--- src/rtl/isl_pkg.sv ---
// Constants, field layouts and types shared by the internal serial link.
// Assumes a 10 MHz system clock and an APB master with 32-bit data.
package isl_pkg;

  // Register indices; the APB byte address is four times the index.
  localparam logic [15:0] IDX_CTRL = 16'hFFA0;
  localparam logic [15:0] IDX_STAT = 16'hFFA1;
  localparam logic [15:0] IDX_DATU = 16'hFFA2;
  localparam logic [15:0] IDX_DATL = 16'hFFA3;
  localparam logic [15:0] IDX_ISTAT = 16'hFFA4;
  localparam logic [15:0] IDX_IMASK = 16'hFFA5;
  localparam logic [15:0] IDX_STOP = 16'hFFFA;

  localparam logic [7:0] CTRL_RESET = 8'h00;
  localparam logic [7:0] STAT_RESET = 8'h9C;
  localparam logic [7:0] STOP_RESET = 8'hFF;
  localparam logic [7:0] DATA_RESET = 8'h00;
  localparam logic [1:0] IRQ_RESET = 2'h0;

  localparam int STAT_SOL_BIT = 6;
  localparam int STAT_ORER_BIT = 5;
  localparam int STAT_START_BIT = 0;
  localparam int STOP_CH_BIT = 7;
  localparam int IRQ_DONE_BIT = 0;
  localparam int IRQ_OVR_BIT = 1;

  localparam logic [1:0] MODE_SYNC8 = 2'h0;
  localparam logic [1:0] MODE_SYNC16 = 2'h1;
  localparam logic [1:0] MODE_CONT = 2'h2;
  localparam logic [2:0] DIV_WATCH = 3'h7;

  localparam logic [4:0] BITS_8 = 5'h08;
  localparam logic [4:0] BITS_16 = 5'h10;
  localparam logic [4:0] TAIL_PERIODS = 5'h02;

  typedef struct packed {
    logic [1:0] mode;
    logic tail_en;
    logic tail_type;
    logic clk_src;
    logic [2:0] div;
  } isl_ctrl_t;

  typedef enum logic [2:0] {
    ST_IDLE = 3'b001,
    ST_DATA = 3'b010,
    ST_TAIL = 3'b100
  } isl_state_t;

endpackage : isl_pkg

--- src/rtl/isl_link.sv ---
// Internal synchronous serial link: APB registers, prescaler, shifter, interrupt.
// Assumes every input is synchronous to mclk and watch_tick is a one-cycle pulse.
// How it works
// - Reset clears the control register to zero.
// - Control write during transfer stops it.
// - Mode field selects 8-bit, 16-bit, continuous.
// - Tail enable appends a tail after words.
// - Tail type bit picks hold or latch.
// - Clock source bit picks internal timing (prescaler or watch pulse) or pin.
// - Divider field picks the serial clock rate.
// - Each completed transfer sets the done flag; irq follows when its mask bit is set.
// - Data out and in, timed by clock.
// - Shift LSB first; in 16-bit mode upper feeds lower.
// - Start flag begins transfer outside continuous mode, reads busy.
// - Standby bit low resets channel registers.
`timescale 1ns/1ns
module isl_link
  import isl_pkg::*;
#(
  parameter int ADDR_W = 18
) (
  input wire logic mclk,
  input wire logic rst,
  input wire logic psel,
  input wire logic penable,
  input wire logic pwrite,
  input wire logic [ADDR_W-1:0] paddr,
  input wire logic [31:0] pwdata,
  input wire logic [3:0] pstrb,
  output logic [31:0] prdata,
  output logic pready,
  output logic pslverr,
  input wire logic watch_tick,
  input wire logic serial_clock_pin_i,
  output logic serial_clock_pin_o,
  output logic serial_clock_pin_oe,
  input wire logic serial_data_in_pin,
  output logic serial_data_out_pin,
  output logic irq
);

  isl_ctrl_t ctrl_reg, ctrl_next;
  isl_state_t state_reg, state_next;
  logic [4:0] bitcnt_reg, bitcnt_next;
  logic [7:0] datu_reg, datu_next;
  logic [7:0] datl_reg, datl_next;
  logic [7:0] stop_reg;
  logic [1:0] imask_reg;
  logic [1:0] istat_reg, istat_next;
  logic [9:0] ps_reg;
  logic wcnt_reg;
  logic sck_reg, sck_next;
  logic ext_prev_reg;
  logic so_reg, so_next;
  logic orer_reg, orer_next;
  logic done_ev;
  logic [31:0] prdata_reg;
  logic pready_reg;
  logic pslverr_reg;
  logic irq_reg;
  logic sck_oe_reg;

  // Selects the half-period strobe of the prescaler for a divider code.
  function automatic logic half_tick(input logic [9:0] ps, input logic [2:0] sel);
    case (sel)
      3'h0: half_tick = &ps[8:0];
      3'h1: half_tick = &ps[6:0];
      3'h2: half_tick = &ps[4:0];
      3'h3: half_tick = &ps[3:0];
      3'h4: half_tick = &ps[2:0];
      3'h5: half_tick = &ps[1:0];
      3'h6: half_tick = ps[0];
      default: half_tick = 1'b0;
    endcase
  endfunction : half_tick

  // APB decode. The access phase always takes two cycles so that every answer is registered.
  wire [15:0] reg_idx = paddr[ADDR_W-1:2];
  wire apb_fire = psel & penable & pready_reg;
  wire wr = apb_fire & pwrite & pstrb[0];
  wire rd = apb_fire & ~pwrite;
  wire hit_ctrl = reg_idx == IDX_CTRL;
  wire hit_stat = reg_idx == IDX_STAT;
  wire hit_datu = reg_idx == IDX_DATU;
  wire hit_datl = reg_idx == IDX_DATL;
  wire hit_istat = reg_idx == IDX_ISTAT;
  wire hit_imask = reg_idx == IDX_IMASK;
  wire hit_stop = reg_idx == IDX_STOP;
  wire hit_any = hit_ctrl | hit_stat | hit_datu | hit_datl | hit_istat | hit_imask | hit_stop;

  wire standby = ~stop_reg[STOP_CH_BIT];
  wire idle = state_reg == ST_IDLE;
  wire busy = ~idle;
  wire tail_busy = state_reg == ST_TAIL;
  wire cont_mode = ctrl_reg.mode == MODE_CONT;
  wire is16 = ctrl_reg.mode == MODE_SYNC16;
  wire [4:0] data_bits = is16 ? BITS_16 : BITS_8;
  wire [4:0] cnt_inc = bitcnt_reg + 5'h01;

  wire w_ctrl = wr & hit_ctrl & ~standby;
  wire w_stat = wr & hit_stat & ~standby;
  wire w_datu = wr & hit_datu & ~standby & idle;
  wire w_datl = wr & hit_datl & ~standby & idle;
  wire rd_istat = rd & hit_istat;
  wire start_req = w_stat & pwdata[STAT_START_BIT] & idle & ~cont_mode;

  // Serial clock timing: internal strobes from the prescaler or watch pulse, or pin edges.
  wire watch_half = watch_tick & wcnt_reg;
  wire int_tick = ~ctrl_reg.clk_src &
                  ((ctrl_reg.div == DIV_WATCH) ? watch_half : half_tick(ps_reg, ctrl_reg.div));
  wire ext_fall = ext_prev_reg & ~serial_clock_pin_i;
  wire ext_rise = ~ext_prev_reg & serial_clock_pin_i;
  wire shift_fall = busy & (ctrl_reg.clk_src ? ext_fall : (int_tick & sck_reg));
  wire shift_rise = busy & (ctrl_reg.clk_src ? ext_rise : (int_tick & ~sck_reg));
  wire ovr_ev = ctrl_reg.clk_src & idle & ext_fall & ~cont_mode & ~standby;

  wire [7:0] stat_rd = {1'b1, so_reg, orer_reg, 3'b111, tail_busy, busy};
  wire [7:0] rd_value = hit_ctrl ? ctrl_reg :
                        hit_stat ? stat_rd :
                        hit_datu ? datu_reg :
                        hit_datl ? datl_reg :
                        hit_istat ? {6'h00, istat_reg} :
                        hit_imask ? {6'h00, imask_reg} :
                        hit_stop ? stop_reg : 8'h00;

  // Serial clock level. In the synchronous modes it only toggles while a word or its tail is moving.
  always_comb begin
    if (ctrl_reg.clk_src || standby) begin
      sck_next = 1'b1;
    end else if (cont_mode && !w_ctrl) begin
      sck_next = int_tick ? ~sck_reg : sck_reg;
    end else if (busy && !w_ctrl) begin
      sck_next = int_tick ? ~sck_reg : sck_reg;
    end else begin
      sck_next = 1'b1;
    end
  end

  // Transfer sequencer and shifter.
  always_comb begin
    state_next = state_reg;
    bitcnt_next = bitcnt_reg;
    datu_next = datu_reg;
    datl_next = datl_reg;
    so_next = so_reg;
    done_ev = 1'b0;
    ctrl_next = w_ctrl ? isl_ctrl_t'(pwdata[7:0]) : ctrl_reg;
    case (state_reg)
      ST_IDLE: begin
        if (start_req) begin
          state_next = ST_DATA;
          bitcnt_next = 5'h00;
        end
      end
      ST_DATA: begin
        if (shift_fall) begin
          so_next = datl_reg[0];
        end
        if (shift_rise) begin
          datl_next = {is16 ? datu_reg[0] : serial_data_in_pin, datl_reg[7:1]};
          if (is16) begin
            datu_next = {serial_data_in_pin, datu_reg[7:1]};
          end
          bitcnt_next = cnt_inc;
          if (cnt_inc == data_bits) begin
            bitcnt_next = 5'h00;
            if (ctrl_reg.tail_en) begin
              state_next = ST_TAIL;
            end else begin
              state_next = ST_IDLE;
              done_ev = 1'b1;
            end
          end
        end
      end
      ST_TAIL: begin
        if (shift_fall) begin
          so_next = ctrl_reg.tail_type;
        end
        if (shift_rise) begin
          bitcnt_next = cnt_inc;
          if (cnt_inc == TAIL_PERIODS) begin
            bitcnt_next = 5'h00;
            state_next = ST_IDLE;
            done_ev = 1'b1;
          end
        end
      end
      default: begin
        state_next = ST_IDLE;
      end
    endcase
    if (w_datu) begin
      datu_next = pwdata[7:0];
    end
    if (w_datl) begin
      datl_next = pwdata[7:0];
    end
    if (w_stat && idle) begin
      so_next = pwdata[STAT_SOL_BIT];
    end
    if (w_ctrl) begin
      state_next = ST_IDLE;
      bitcnt_next = 5'h00;
      done_ev = 1'b0;
    end
    if (standby) begin
      ctrl_next = isl_ctrl_t'(CTRL_RESET);
      state_next = ST_IDLE;
      bitcnt_next = 5'h00;
      datu_next = DATA_RESET;
      datl_next = DATA_RESET;
      so_next = STAT_RESET[STAT_SOL_BIT];
      done_ev = 1'b0;
    end
  end

  // Hardware sets win over a software clear in the same cycle.
  always_comb begin
    orer_next = orer_reg;
    if (w_stat && !pwdata[STAT_ORER_BIT]) begin
      orer_next = 1'b0;
    end
    if (ovr_ev) begin
      orer_next = 1'b1;
    end
    if (standby) begin
      orer_next = STAT_RESET[STAT_ORER_BIT];
    end
    istat_next = rd_istat ? 2'h0 : istat_reg;
    istat_next[IRQ_DONE_BIT] = istat_next[IRQ_DONE_BIT] | done_ev;
    istat_next[IRQ_OVR_BIT] = istat_next[IRQ_OVR_BIT] | ovr_ev;
  end

  always_ff @(posedge mclk) begin
    if (rst) begin
      ctrl_reg <= isl_ctrl_t'(CTRL_RESET);
      state_reg <= ST_IDLE;
      bitcnt_reg <= 5'h00;
      datu_reg <= DATA_RESET;
      datl_reg <= DATA_RESET;
      so_reg <= STAT_RESET[STAT_SOL_BIT];
      orer_reg <= STAT_RESET[STAT_ORER_BIT];
    end else begin
      ctrl_reg <= ctrl_next;
      state_reg <= state_next;
      bitcnt_reg <= bitcnt_next;
      datu_reg <= datu_next;
      datl_reg <= datl_next;
      so_reg <= so_next;
      orer_reg <= orer_next;
    end
  end

  always_ff @(posedge mclk) begin
    if (rst) begin
      ps_reg <= 10'h000;
      wcnt_reg <= 1'b0;
      sck_reg <= 1'b1;
      ext_prev_reg <= 1'b1;
      sck_oe_reg <= 1'b1;
    end else begin
      ps_reg <= standby ? 10'h000 : ps_reg + 10'h001;
      wcnt_reg <= watch_tick ? ~wcnt_reg : wcnt_reg;
      sck_reg <= sck_next;
      ext_prev_reg <= serial_clock_pin_i;
      sck_oe_reg <= ~ctrl_next.clk_src;
    end
  end

  always_ff @(posedge mclk) begin
    if (rst) begin
      stop_reg <= STOP_RESET;
      imask_reg <= IRQ_RESET;
      istat_reg <= IRQ_RESET;
      irq_reg <= 1'b0;
      prdata_reg <= 32'h00000000;
      pready_reg <= 1'b0;
      pslverr_reg <= 1'b0;
    end else begin
      stop_reg <= (wr && hit_stop) ? pwdata[7:0] : stop_reg;
      imask_reg <= (wr && hit_imask) ? pwdata[1:0] : imask_reg;
      istat_reg <= istat_next;
      irq_reg <= |(istat_next & imask_reg);
      prdata_reg <= (psel && penable && !pwrite) ? {24'h000000, rd_value} : 32'h00000000;
      pready_reg <= psel & penable & ~pready_reg;
      pslverr_reg <= psel & penable & ~pready_reg & ~hit_any;
    end
  end

  assign prdata = prdata_reg;
  assign pready = pready_reg;
  assign pslverr = pslverr_reg;
  assign serial_clock_pin_o = sck_reg;
  assign serial_clock_pin_oe = sck_oe_reg;
  assign serial_data_out_pin = so_reg;
  assign irq = irq_reg;

  property p_ctrl_reset;
    @(posedge mclk) rst |=> ctrl_reg == isl_ctrl_t'(CTRL_RESET) && state_reg == ST_IDLE;
  endproperty
  a_ctrl_reset: assert property (p_ctrl_reset) else $error("control not cleared by reset");
  property p_abort;
    @(posedge mclk) disable iff (rst) (busy && w_ctrl) |=> idle && !istat_reg[IRQ_DONE_BIT] ||
      idle && $past(istat_reg[IRQ_DONE_BIT]);
  endproperty
  a_abort: assert property (p_abort) else $error("control write did not stop transfer");
  property p_cont_clock;
    @(posedge mclk) disable iff (rst) (cont_mode && int_tick && !w_ctrl && !standby)
      |=> sck_reg != $past(sck_reg);
  endproperty
  a_cont_clock: assert property (p_cont_clock) else $error("continuous clock stalled");
  property p_no_tail;
    @(posedge mclk) disable iff (rst || standby)
      (state_reg == ST_DATA && shift_rise && cnt_inc == data_bits && !w_ctrl)
      |=> (state_reg == (ctrl_reg.tail_en ? ST_TAIL : ST_IDLE));
  endproperty
  a_no_tail: assert property (p_no_tail) else $error("tail choice wrong after word");
  property p_tail_level;
    @(posedge mclk) disable iff (rst || standby) (tail_busy && shift_fall && !w_ctrl)
      |=> serial_data_out_pin == ctrl_reg.tail_type;
  endproperty
  a_tail_level: assert property (p_tail_level) else $error("tail level wrong");
  property p_clk_dir;
    @(posedge mclk) disable iff (rst) ##1 serial_clock_pin_oe == !$past(ctrl_next.clk_src);
  endproperty
  a_clk_dir: assert property (p_clk_dir) else $error("clock pin direction wrong");
  property p_div4;
    @(posedge mclk) disable iff (rst || w_ctrl || standby)
      (int_tick && ctrl_reg.div == 3'h6 && !ctrl_reg.clk_src) |=> !int_tick ##1 int_tick;
  endproperty
  a_div4: assert property (p_div4) else $error("divide by four strobe wrong");
  property p_done_irq;
    @(posedge mclk) disable iff (rst) done_ev |=> istat_reg[IRQ_DONE_BIT] ##1
      (irq == imask_reg[IRQ_DONE_BIT] || irq);
  endproperty
  a_done_irq: assert property (p_done_irq) else $error("completion not flagged");
  property p_lsb_first;
    @(posedge mclk) disable iff (rst || standby)
      (state_reg == ST_DATA && shift_fall && !w_stat) |=> serial_data_out_pin == $past(datl_reg[0]);
  endproperty
  a_lsb_first: assert property (p_lsb_first) else $error("output bit not LSB of shifter");
  property p_start;
    @(posedge mclk) disable iff (rst) start_req |=> state_reg == ST_DATA && stat_rd[0];
  endproperty
  a_start: assert property (p_start) else $error("start flag did not begin transfer");
  property p_standby;
    @(posedge mclk) disable iff (rst) standby |=> ctrl_reg == isl_ctrl_t'(CTRL_RESET) &&
      idle && datl_reg == DATA_RESET && !orer_reg;
  endproperty
  a_standby: assert property (p_standby) else $error("standby did not clear channel");
  property p_idle_clock;
    @(posedge mclk) disable iff (rst) (idle && !cont_mode && $past(idle)) |-> sck_reg;
  endproperty
  a_idle_clock: assert property (p_idle_clock) else $error("clock moved while idle");
  property p_count_bound;
    @(posedge mclk) disable iff (rst) (state_reg == ST_DATA) |-> bitcnt_reg < data_bits;
  endproperty
  a_count_bound: assert property (p_count_bound) else $error("bit count overran word");
  c_done8: cover property (@(posedge mclk) done_ev && !is16 && !ctrl_reg.tail_en);
  c_done16: cover property (@(posedge mclk) done_ev && is16);
  c_tail: cover property (@(posedge mclk) tail_busy && shift_rise);
  c_overrun: cover property (@(posedge mclk) ovr_ev);
endmodule : isl_link

--- config.mk ---
export PLATFORM = sky130hd
export DESIGN_NAME = isl_link
export DESIGN_NICKNAME = d
export VERILOG_FILES = /design/src/rtl/isl_pkg.sv /design/src/rtl/isl_link.sv
export SDC_FILE = /design/constraint.sdc
export NUM_CORES = 1
export LEC_CHECK = 0
export ABC_CLOCK_PERIOD_IN_PS = 3000
export BUFFER_PORTS_ARGS = -buffer_cell sky130_fd_sc_hd__clkbuf_2
export CORE_AREA = 2 2 92 94
export CTS_BUF_LIST = sky130_fd_sc_hd__clkbuf_4 sky130_fd_sc_hd__clkbuf_8
export DETAILED_ROUTE_END_ITERATION = 8
export DIE_AREA = 0 0 94 96
export PLACE_DENSITY = 0.76
export REMOVE_ABC_BUFFERS = 1
export SYNTH_ARGS = -nofsm -noshare
export SYNTH_HDL_FRONTEND = slang
export SYNTH_SLANG_ARGS = --single-unit
--- constraint.sdc ---
create_clock -name mclk -period 3 [get_ports mclk]
set_input_delay 0.15 -clock mclk [delete_from_list [all_inputs] [get_ports mclk]]
set_output_delay 0.15 -clock mclk [all_outputs]
set_load 0.02 [all_outputs]
==> metrics.md <==
| Metric | Value |
|---|---|
| Vias per cell | `5.617` |
| CTS sink count | `70` |
| VDD IR max | `~0.18 mV` |
| Top FF cell, synth | `dfxtp_1` |
| Slowest cell on crit path | `dfxtp_2` |
| Max FFs per register | `9` |
| Final Net Count | `573` |
| Port buffer count | `46` |
| Fmax | `349.8 MHz` |
| Clk_lat worst skew | `roughly 350 ps` |
| Leak Pwr | `between 1.5 and 2 nW` |
| Cell variety after synth | `64` |
| Starting Density | `a little under half` |
| Cells after DPL | `594` |
| Fin area | `4377 um2` |
| Top post-synthesis cells by area | `dfxtp_1 37%, a21oi_1 6.2%, nand2_1 4.9%, buf_4 4.7%, nor2_1 3.9%` |
| Setup violators final | `0` |
| Worst rel slew slack | `56.05%` |
| Antenna cells | `0` |
| Arrival @ worst endpoint | `3090 ps` |
| Filler cells | `750` |
| Grt ovf | `0` |
| Met3 Track Usage GR | `under 10%` |
| Die Span Y | `approximately 96 um` |
| Gp weighted congestion | `a little over 0.9` |
| Pre-CTS WS | `-89.70 ps` |
| Post-synth top cells | `70 x dfxtp_1, 50 x nand2_1, 47 x a21oi_1` |
| Most common cell in the netlist | `dfxtp_1` |
| M1 GR Usage | `~28%` |
| Clock tree buffer depth | `2` |
| Vias in the first global route | `between 3,000 and 4,000` |
| Synth async-reset ratio | `0%` |
| All-Layer GR Usage | `between 20% and 30%` |
| Post-synth EDFFs | `0` |
| Largest area contributor in the netlist | `dfxtp_1` |
| Largest net degree at the start of global routing | `28` |
| Max-cap violations | `0` |
| Delay-heaviest family, CP | `simple AND/OR/NAND/NOR gates` |
| First-pass GRT wire length | `15,350 um` |
| Mapped Avg Cell Area | `8.490 um2` |
| Flops & latches, synth | `70` |
| CTS H-tree depth | `3` |
| Residual DRC count | `0` |
| Worst EP required | `3240 ps` |
| Synth-to-layout area growth | `15.33%` |
| Maximum fanout along the worst path | `5` |
| Clock transition at the registers of the reported paths | `80 ps` |
| CTS root buf | `clkbuf_8` |
| Cells along the critical path | `ha_4, and3_4, and3_4, and3_4, ha_2, mux4_2, nor2_2, nor3_2, ha_2, nand2b_4, buf_4, a21oi_4, mux2i_1, nor2_1, a21oi_1, nor2_1` |
| Half-perimeter wire length after placement | `6869 um` |
| DR WL/cell | `between 15 and 20 um` |
| Worst-Margin Slew | `about 660 ps` |
| DRT iter0 DRCs | `243` |
| Status | `finished clean` |
| Slew Limit Fails | `0` |
| CTS tree | `done` |
| Final setup margin | `141.2 ps` |
| Seq/Total Area, Yosys | `36.93%` |
| Fin crit share | `95.29%` |
| Final hold violations | `0` |
| Footprint of the multi-input gates | `2268 um2` |
| Initial antenna violation count | `0` |
| Via count | `3,443` |
| CP startpoint kind | `flop` |
| Final Util | `54.36%` |
| CP peak stage delay | `360 ps` |
| YS warnings | `0` |
| # rows | `33` |
| First-pass DRT Iterations | `5` |
| Die area | `about 9000 um2` |
| WHS | `24.63 ps` |
| Netlist Area Pre-Place | `3795 um2` |
| P per Cell Area | `413.2 nW/um2` |
| Die Wd | `94 um` |
| Hold Crit Class | `input port to flop` |
| Total wire length | `9547 um` |
| Placed Instance Area | `around 4100 um2` |
| Most used cell, CP | `and3_4` |
| Cells after synthesis | `447` |
| Met2 usage in global routing | `36.13%` |
| Crit end category | `flop` |
| Antenna viol nets, final | `0` |
| Worst Path Buf+Inv | `1` |
| Register Area | `roughly 1400 um2` |
| Final Non-Filler Cells | `613` |
| Core footprint | `8051 um2` |
| Share of the synthesized area in the top cell type | `36.93%` |
| Share of post-route cells with drive strength above 1 | `23.23%` |
| Inserted Clock Buffers | `9` |
| Clock Skew | `about 12 ps` |
| Ports | `100` |
| Busiest grt layer | `met2` |
| CP Class | `flop to flop` |
| Tmin final | `2859 ps` |
==> through the flow <==
stage / TNS [ps] / power (mW)
after floorplan: 0 / 1.022
after global placement: -27.05 / 1.080
after detailed placement: -574.6 / 1.082
after CTS: 0 / 1.810
after global routing: -25.66 / 1.864
final: 0 / 1.809
==> cells in the final DEF, fill, tap and decap left out, types with 7 or more instances in the layout <==
master,n
nand3_1,9
nor2_1,36
and2_1,8
o21ai_0,15
nand2_1,50
a21oi_1,46
dfxtp_1,68
conb_1,24
a22oi_1,18
clkbuf_8,9
mux2i_1,12
nor2b_1,10
buf_4,17
clkbuf_2,46
a211o_1,8
nand2b_1,7
==> report_power, final <==
group	switching, mW	leakage, nW	internal [mW]
clock network	0.365	0.0948	0.377
registers	0.00552	0.566	0.936
logic	0.0871	0.964	0.0376
==> layer usage <==
metal	wire length (um)	up-vias
met4	287	0
met3	545	26
met2	4457	126
met5	0	-
met1	4257	1617
li1	-	1674
==> path summary, 6_finish.rpt <==
kind / start / endpoint / slack, ps / cells past startpoint
setup / recovery: ps_reg[1] / datl_reg[6] / 140 / 16
hold / removal: serial_clock_pin_i / ext_prev_reg / 20 / 2
setup reg to reg: ps_reg[1] / datl_reg[6] / 140 / 16
hold reg to reg: orer_reg / orer_reg / 460 / 2
==> final cells by class <==
cell class	instances	share of cell area, %
clock buffers	9	2.830
clock inverters	7	1.487
inverters	4	0.3431
multi-input cells	354	51.83
flip-flops and latches	70	32.08
well taps	105	3.002
repair buffers	64	8.433
==> what timing repair did <==
action                     CTS  global route
resized for setup            4            13
setup endpoints to repair   13            24
hold buffers                 0             0
gates cloned                 0             0
pin swaps                    2             6
hold endpoints to repair     0             0
setup buffers                0             3
==> logic make-up after synthesis <==
logic type,count (synthesis),synth area share (%)
AOI/OAI and AO/OA,116,19.82
adders and majority gates,8,2.638
muxes,19,5.539
other,1,0.09882
buffers and inverters,46,7.253
and+or+nand+nor,179,25.88
xor gates and xnor gates,8,1.846
DFF,70,36.93
Note: power is estimated with default switching activity, not from simulation.
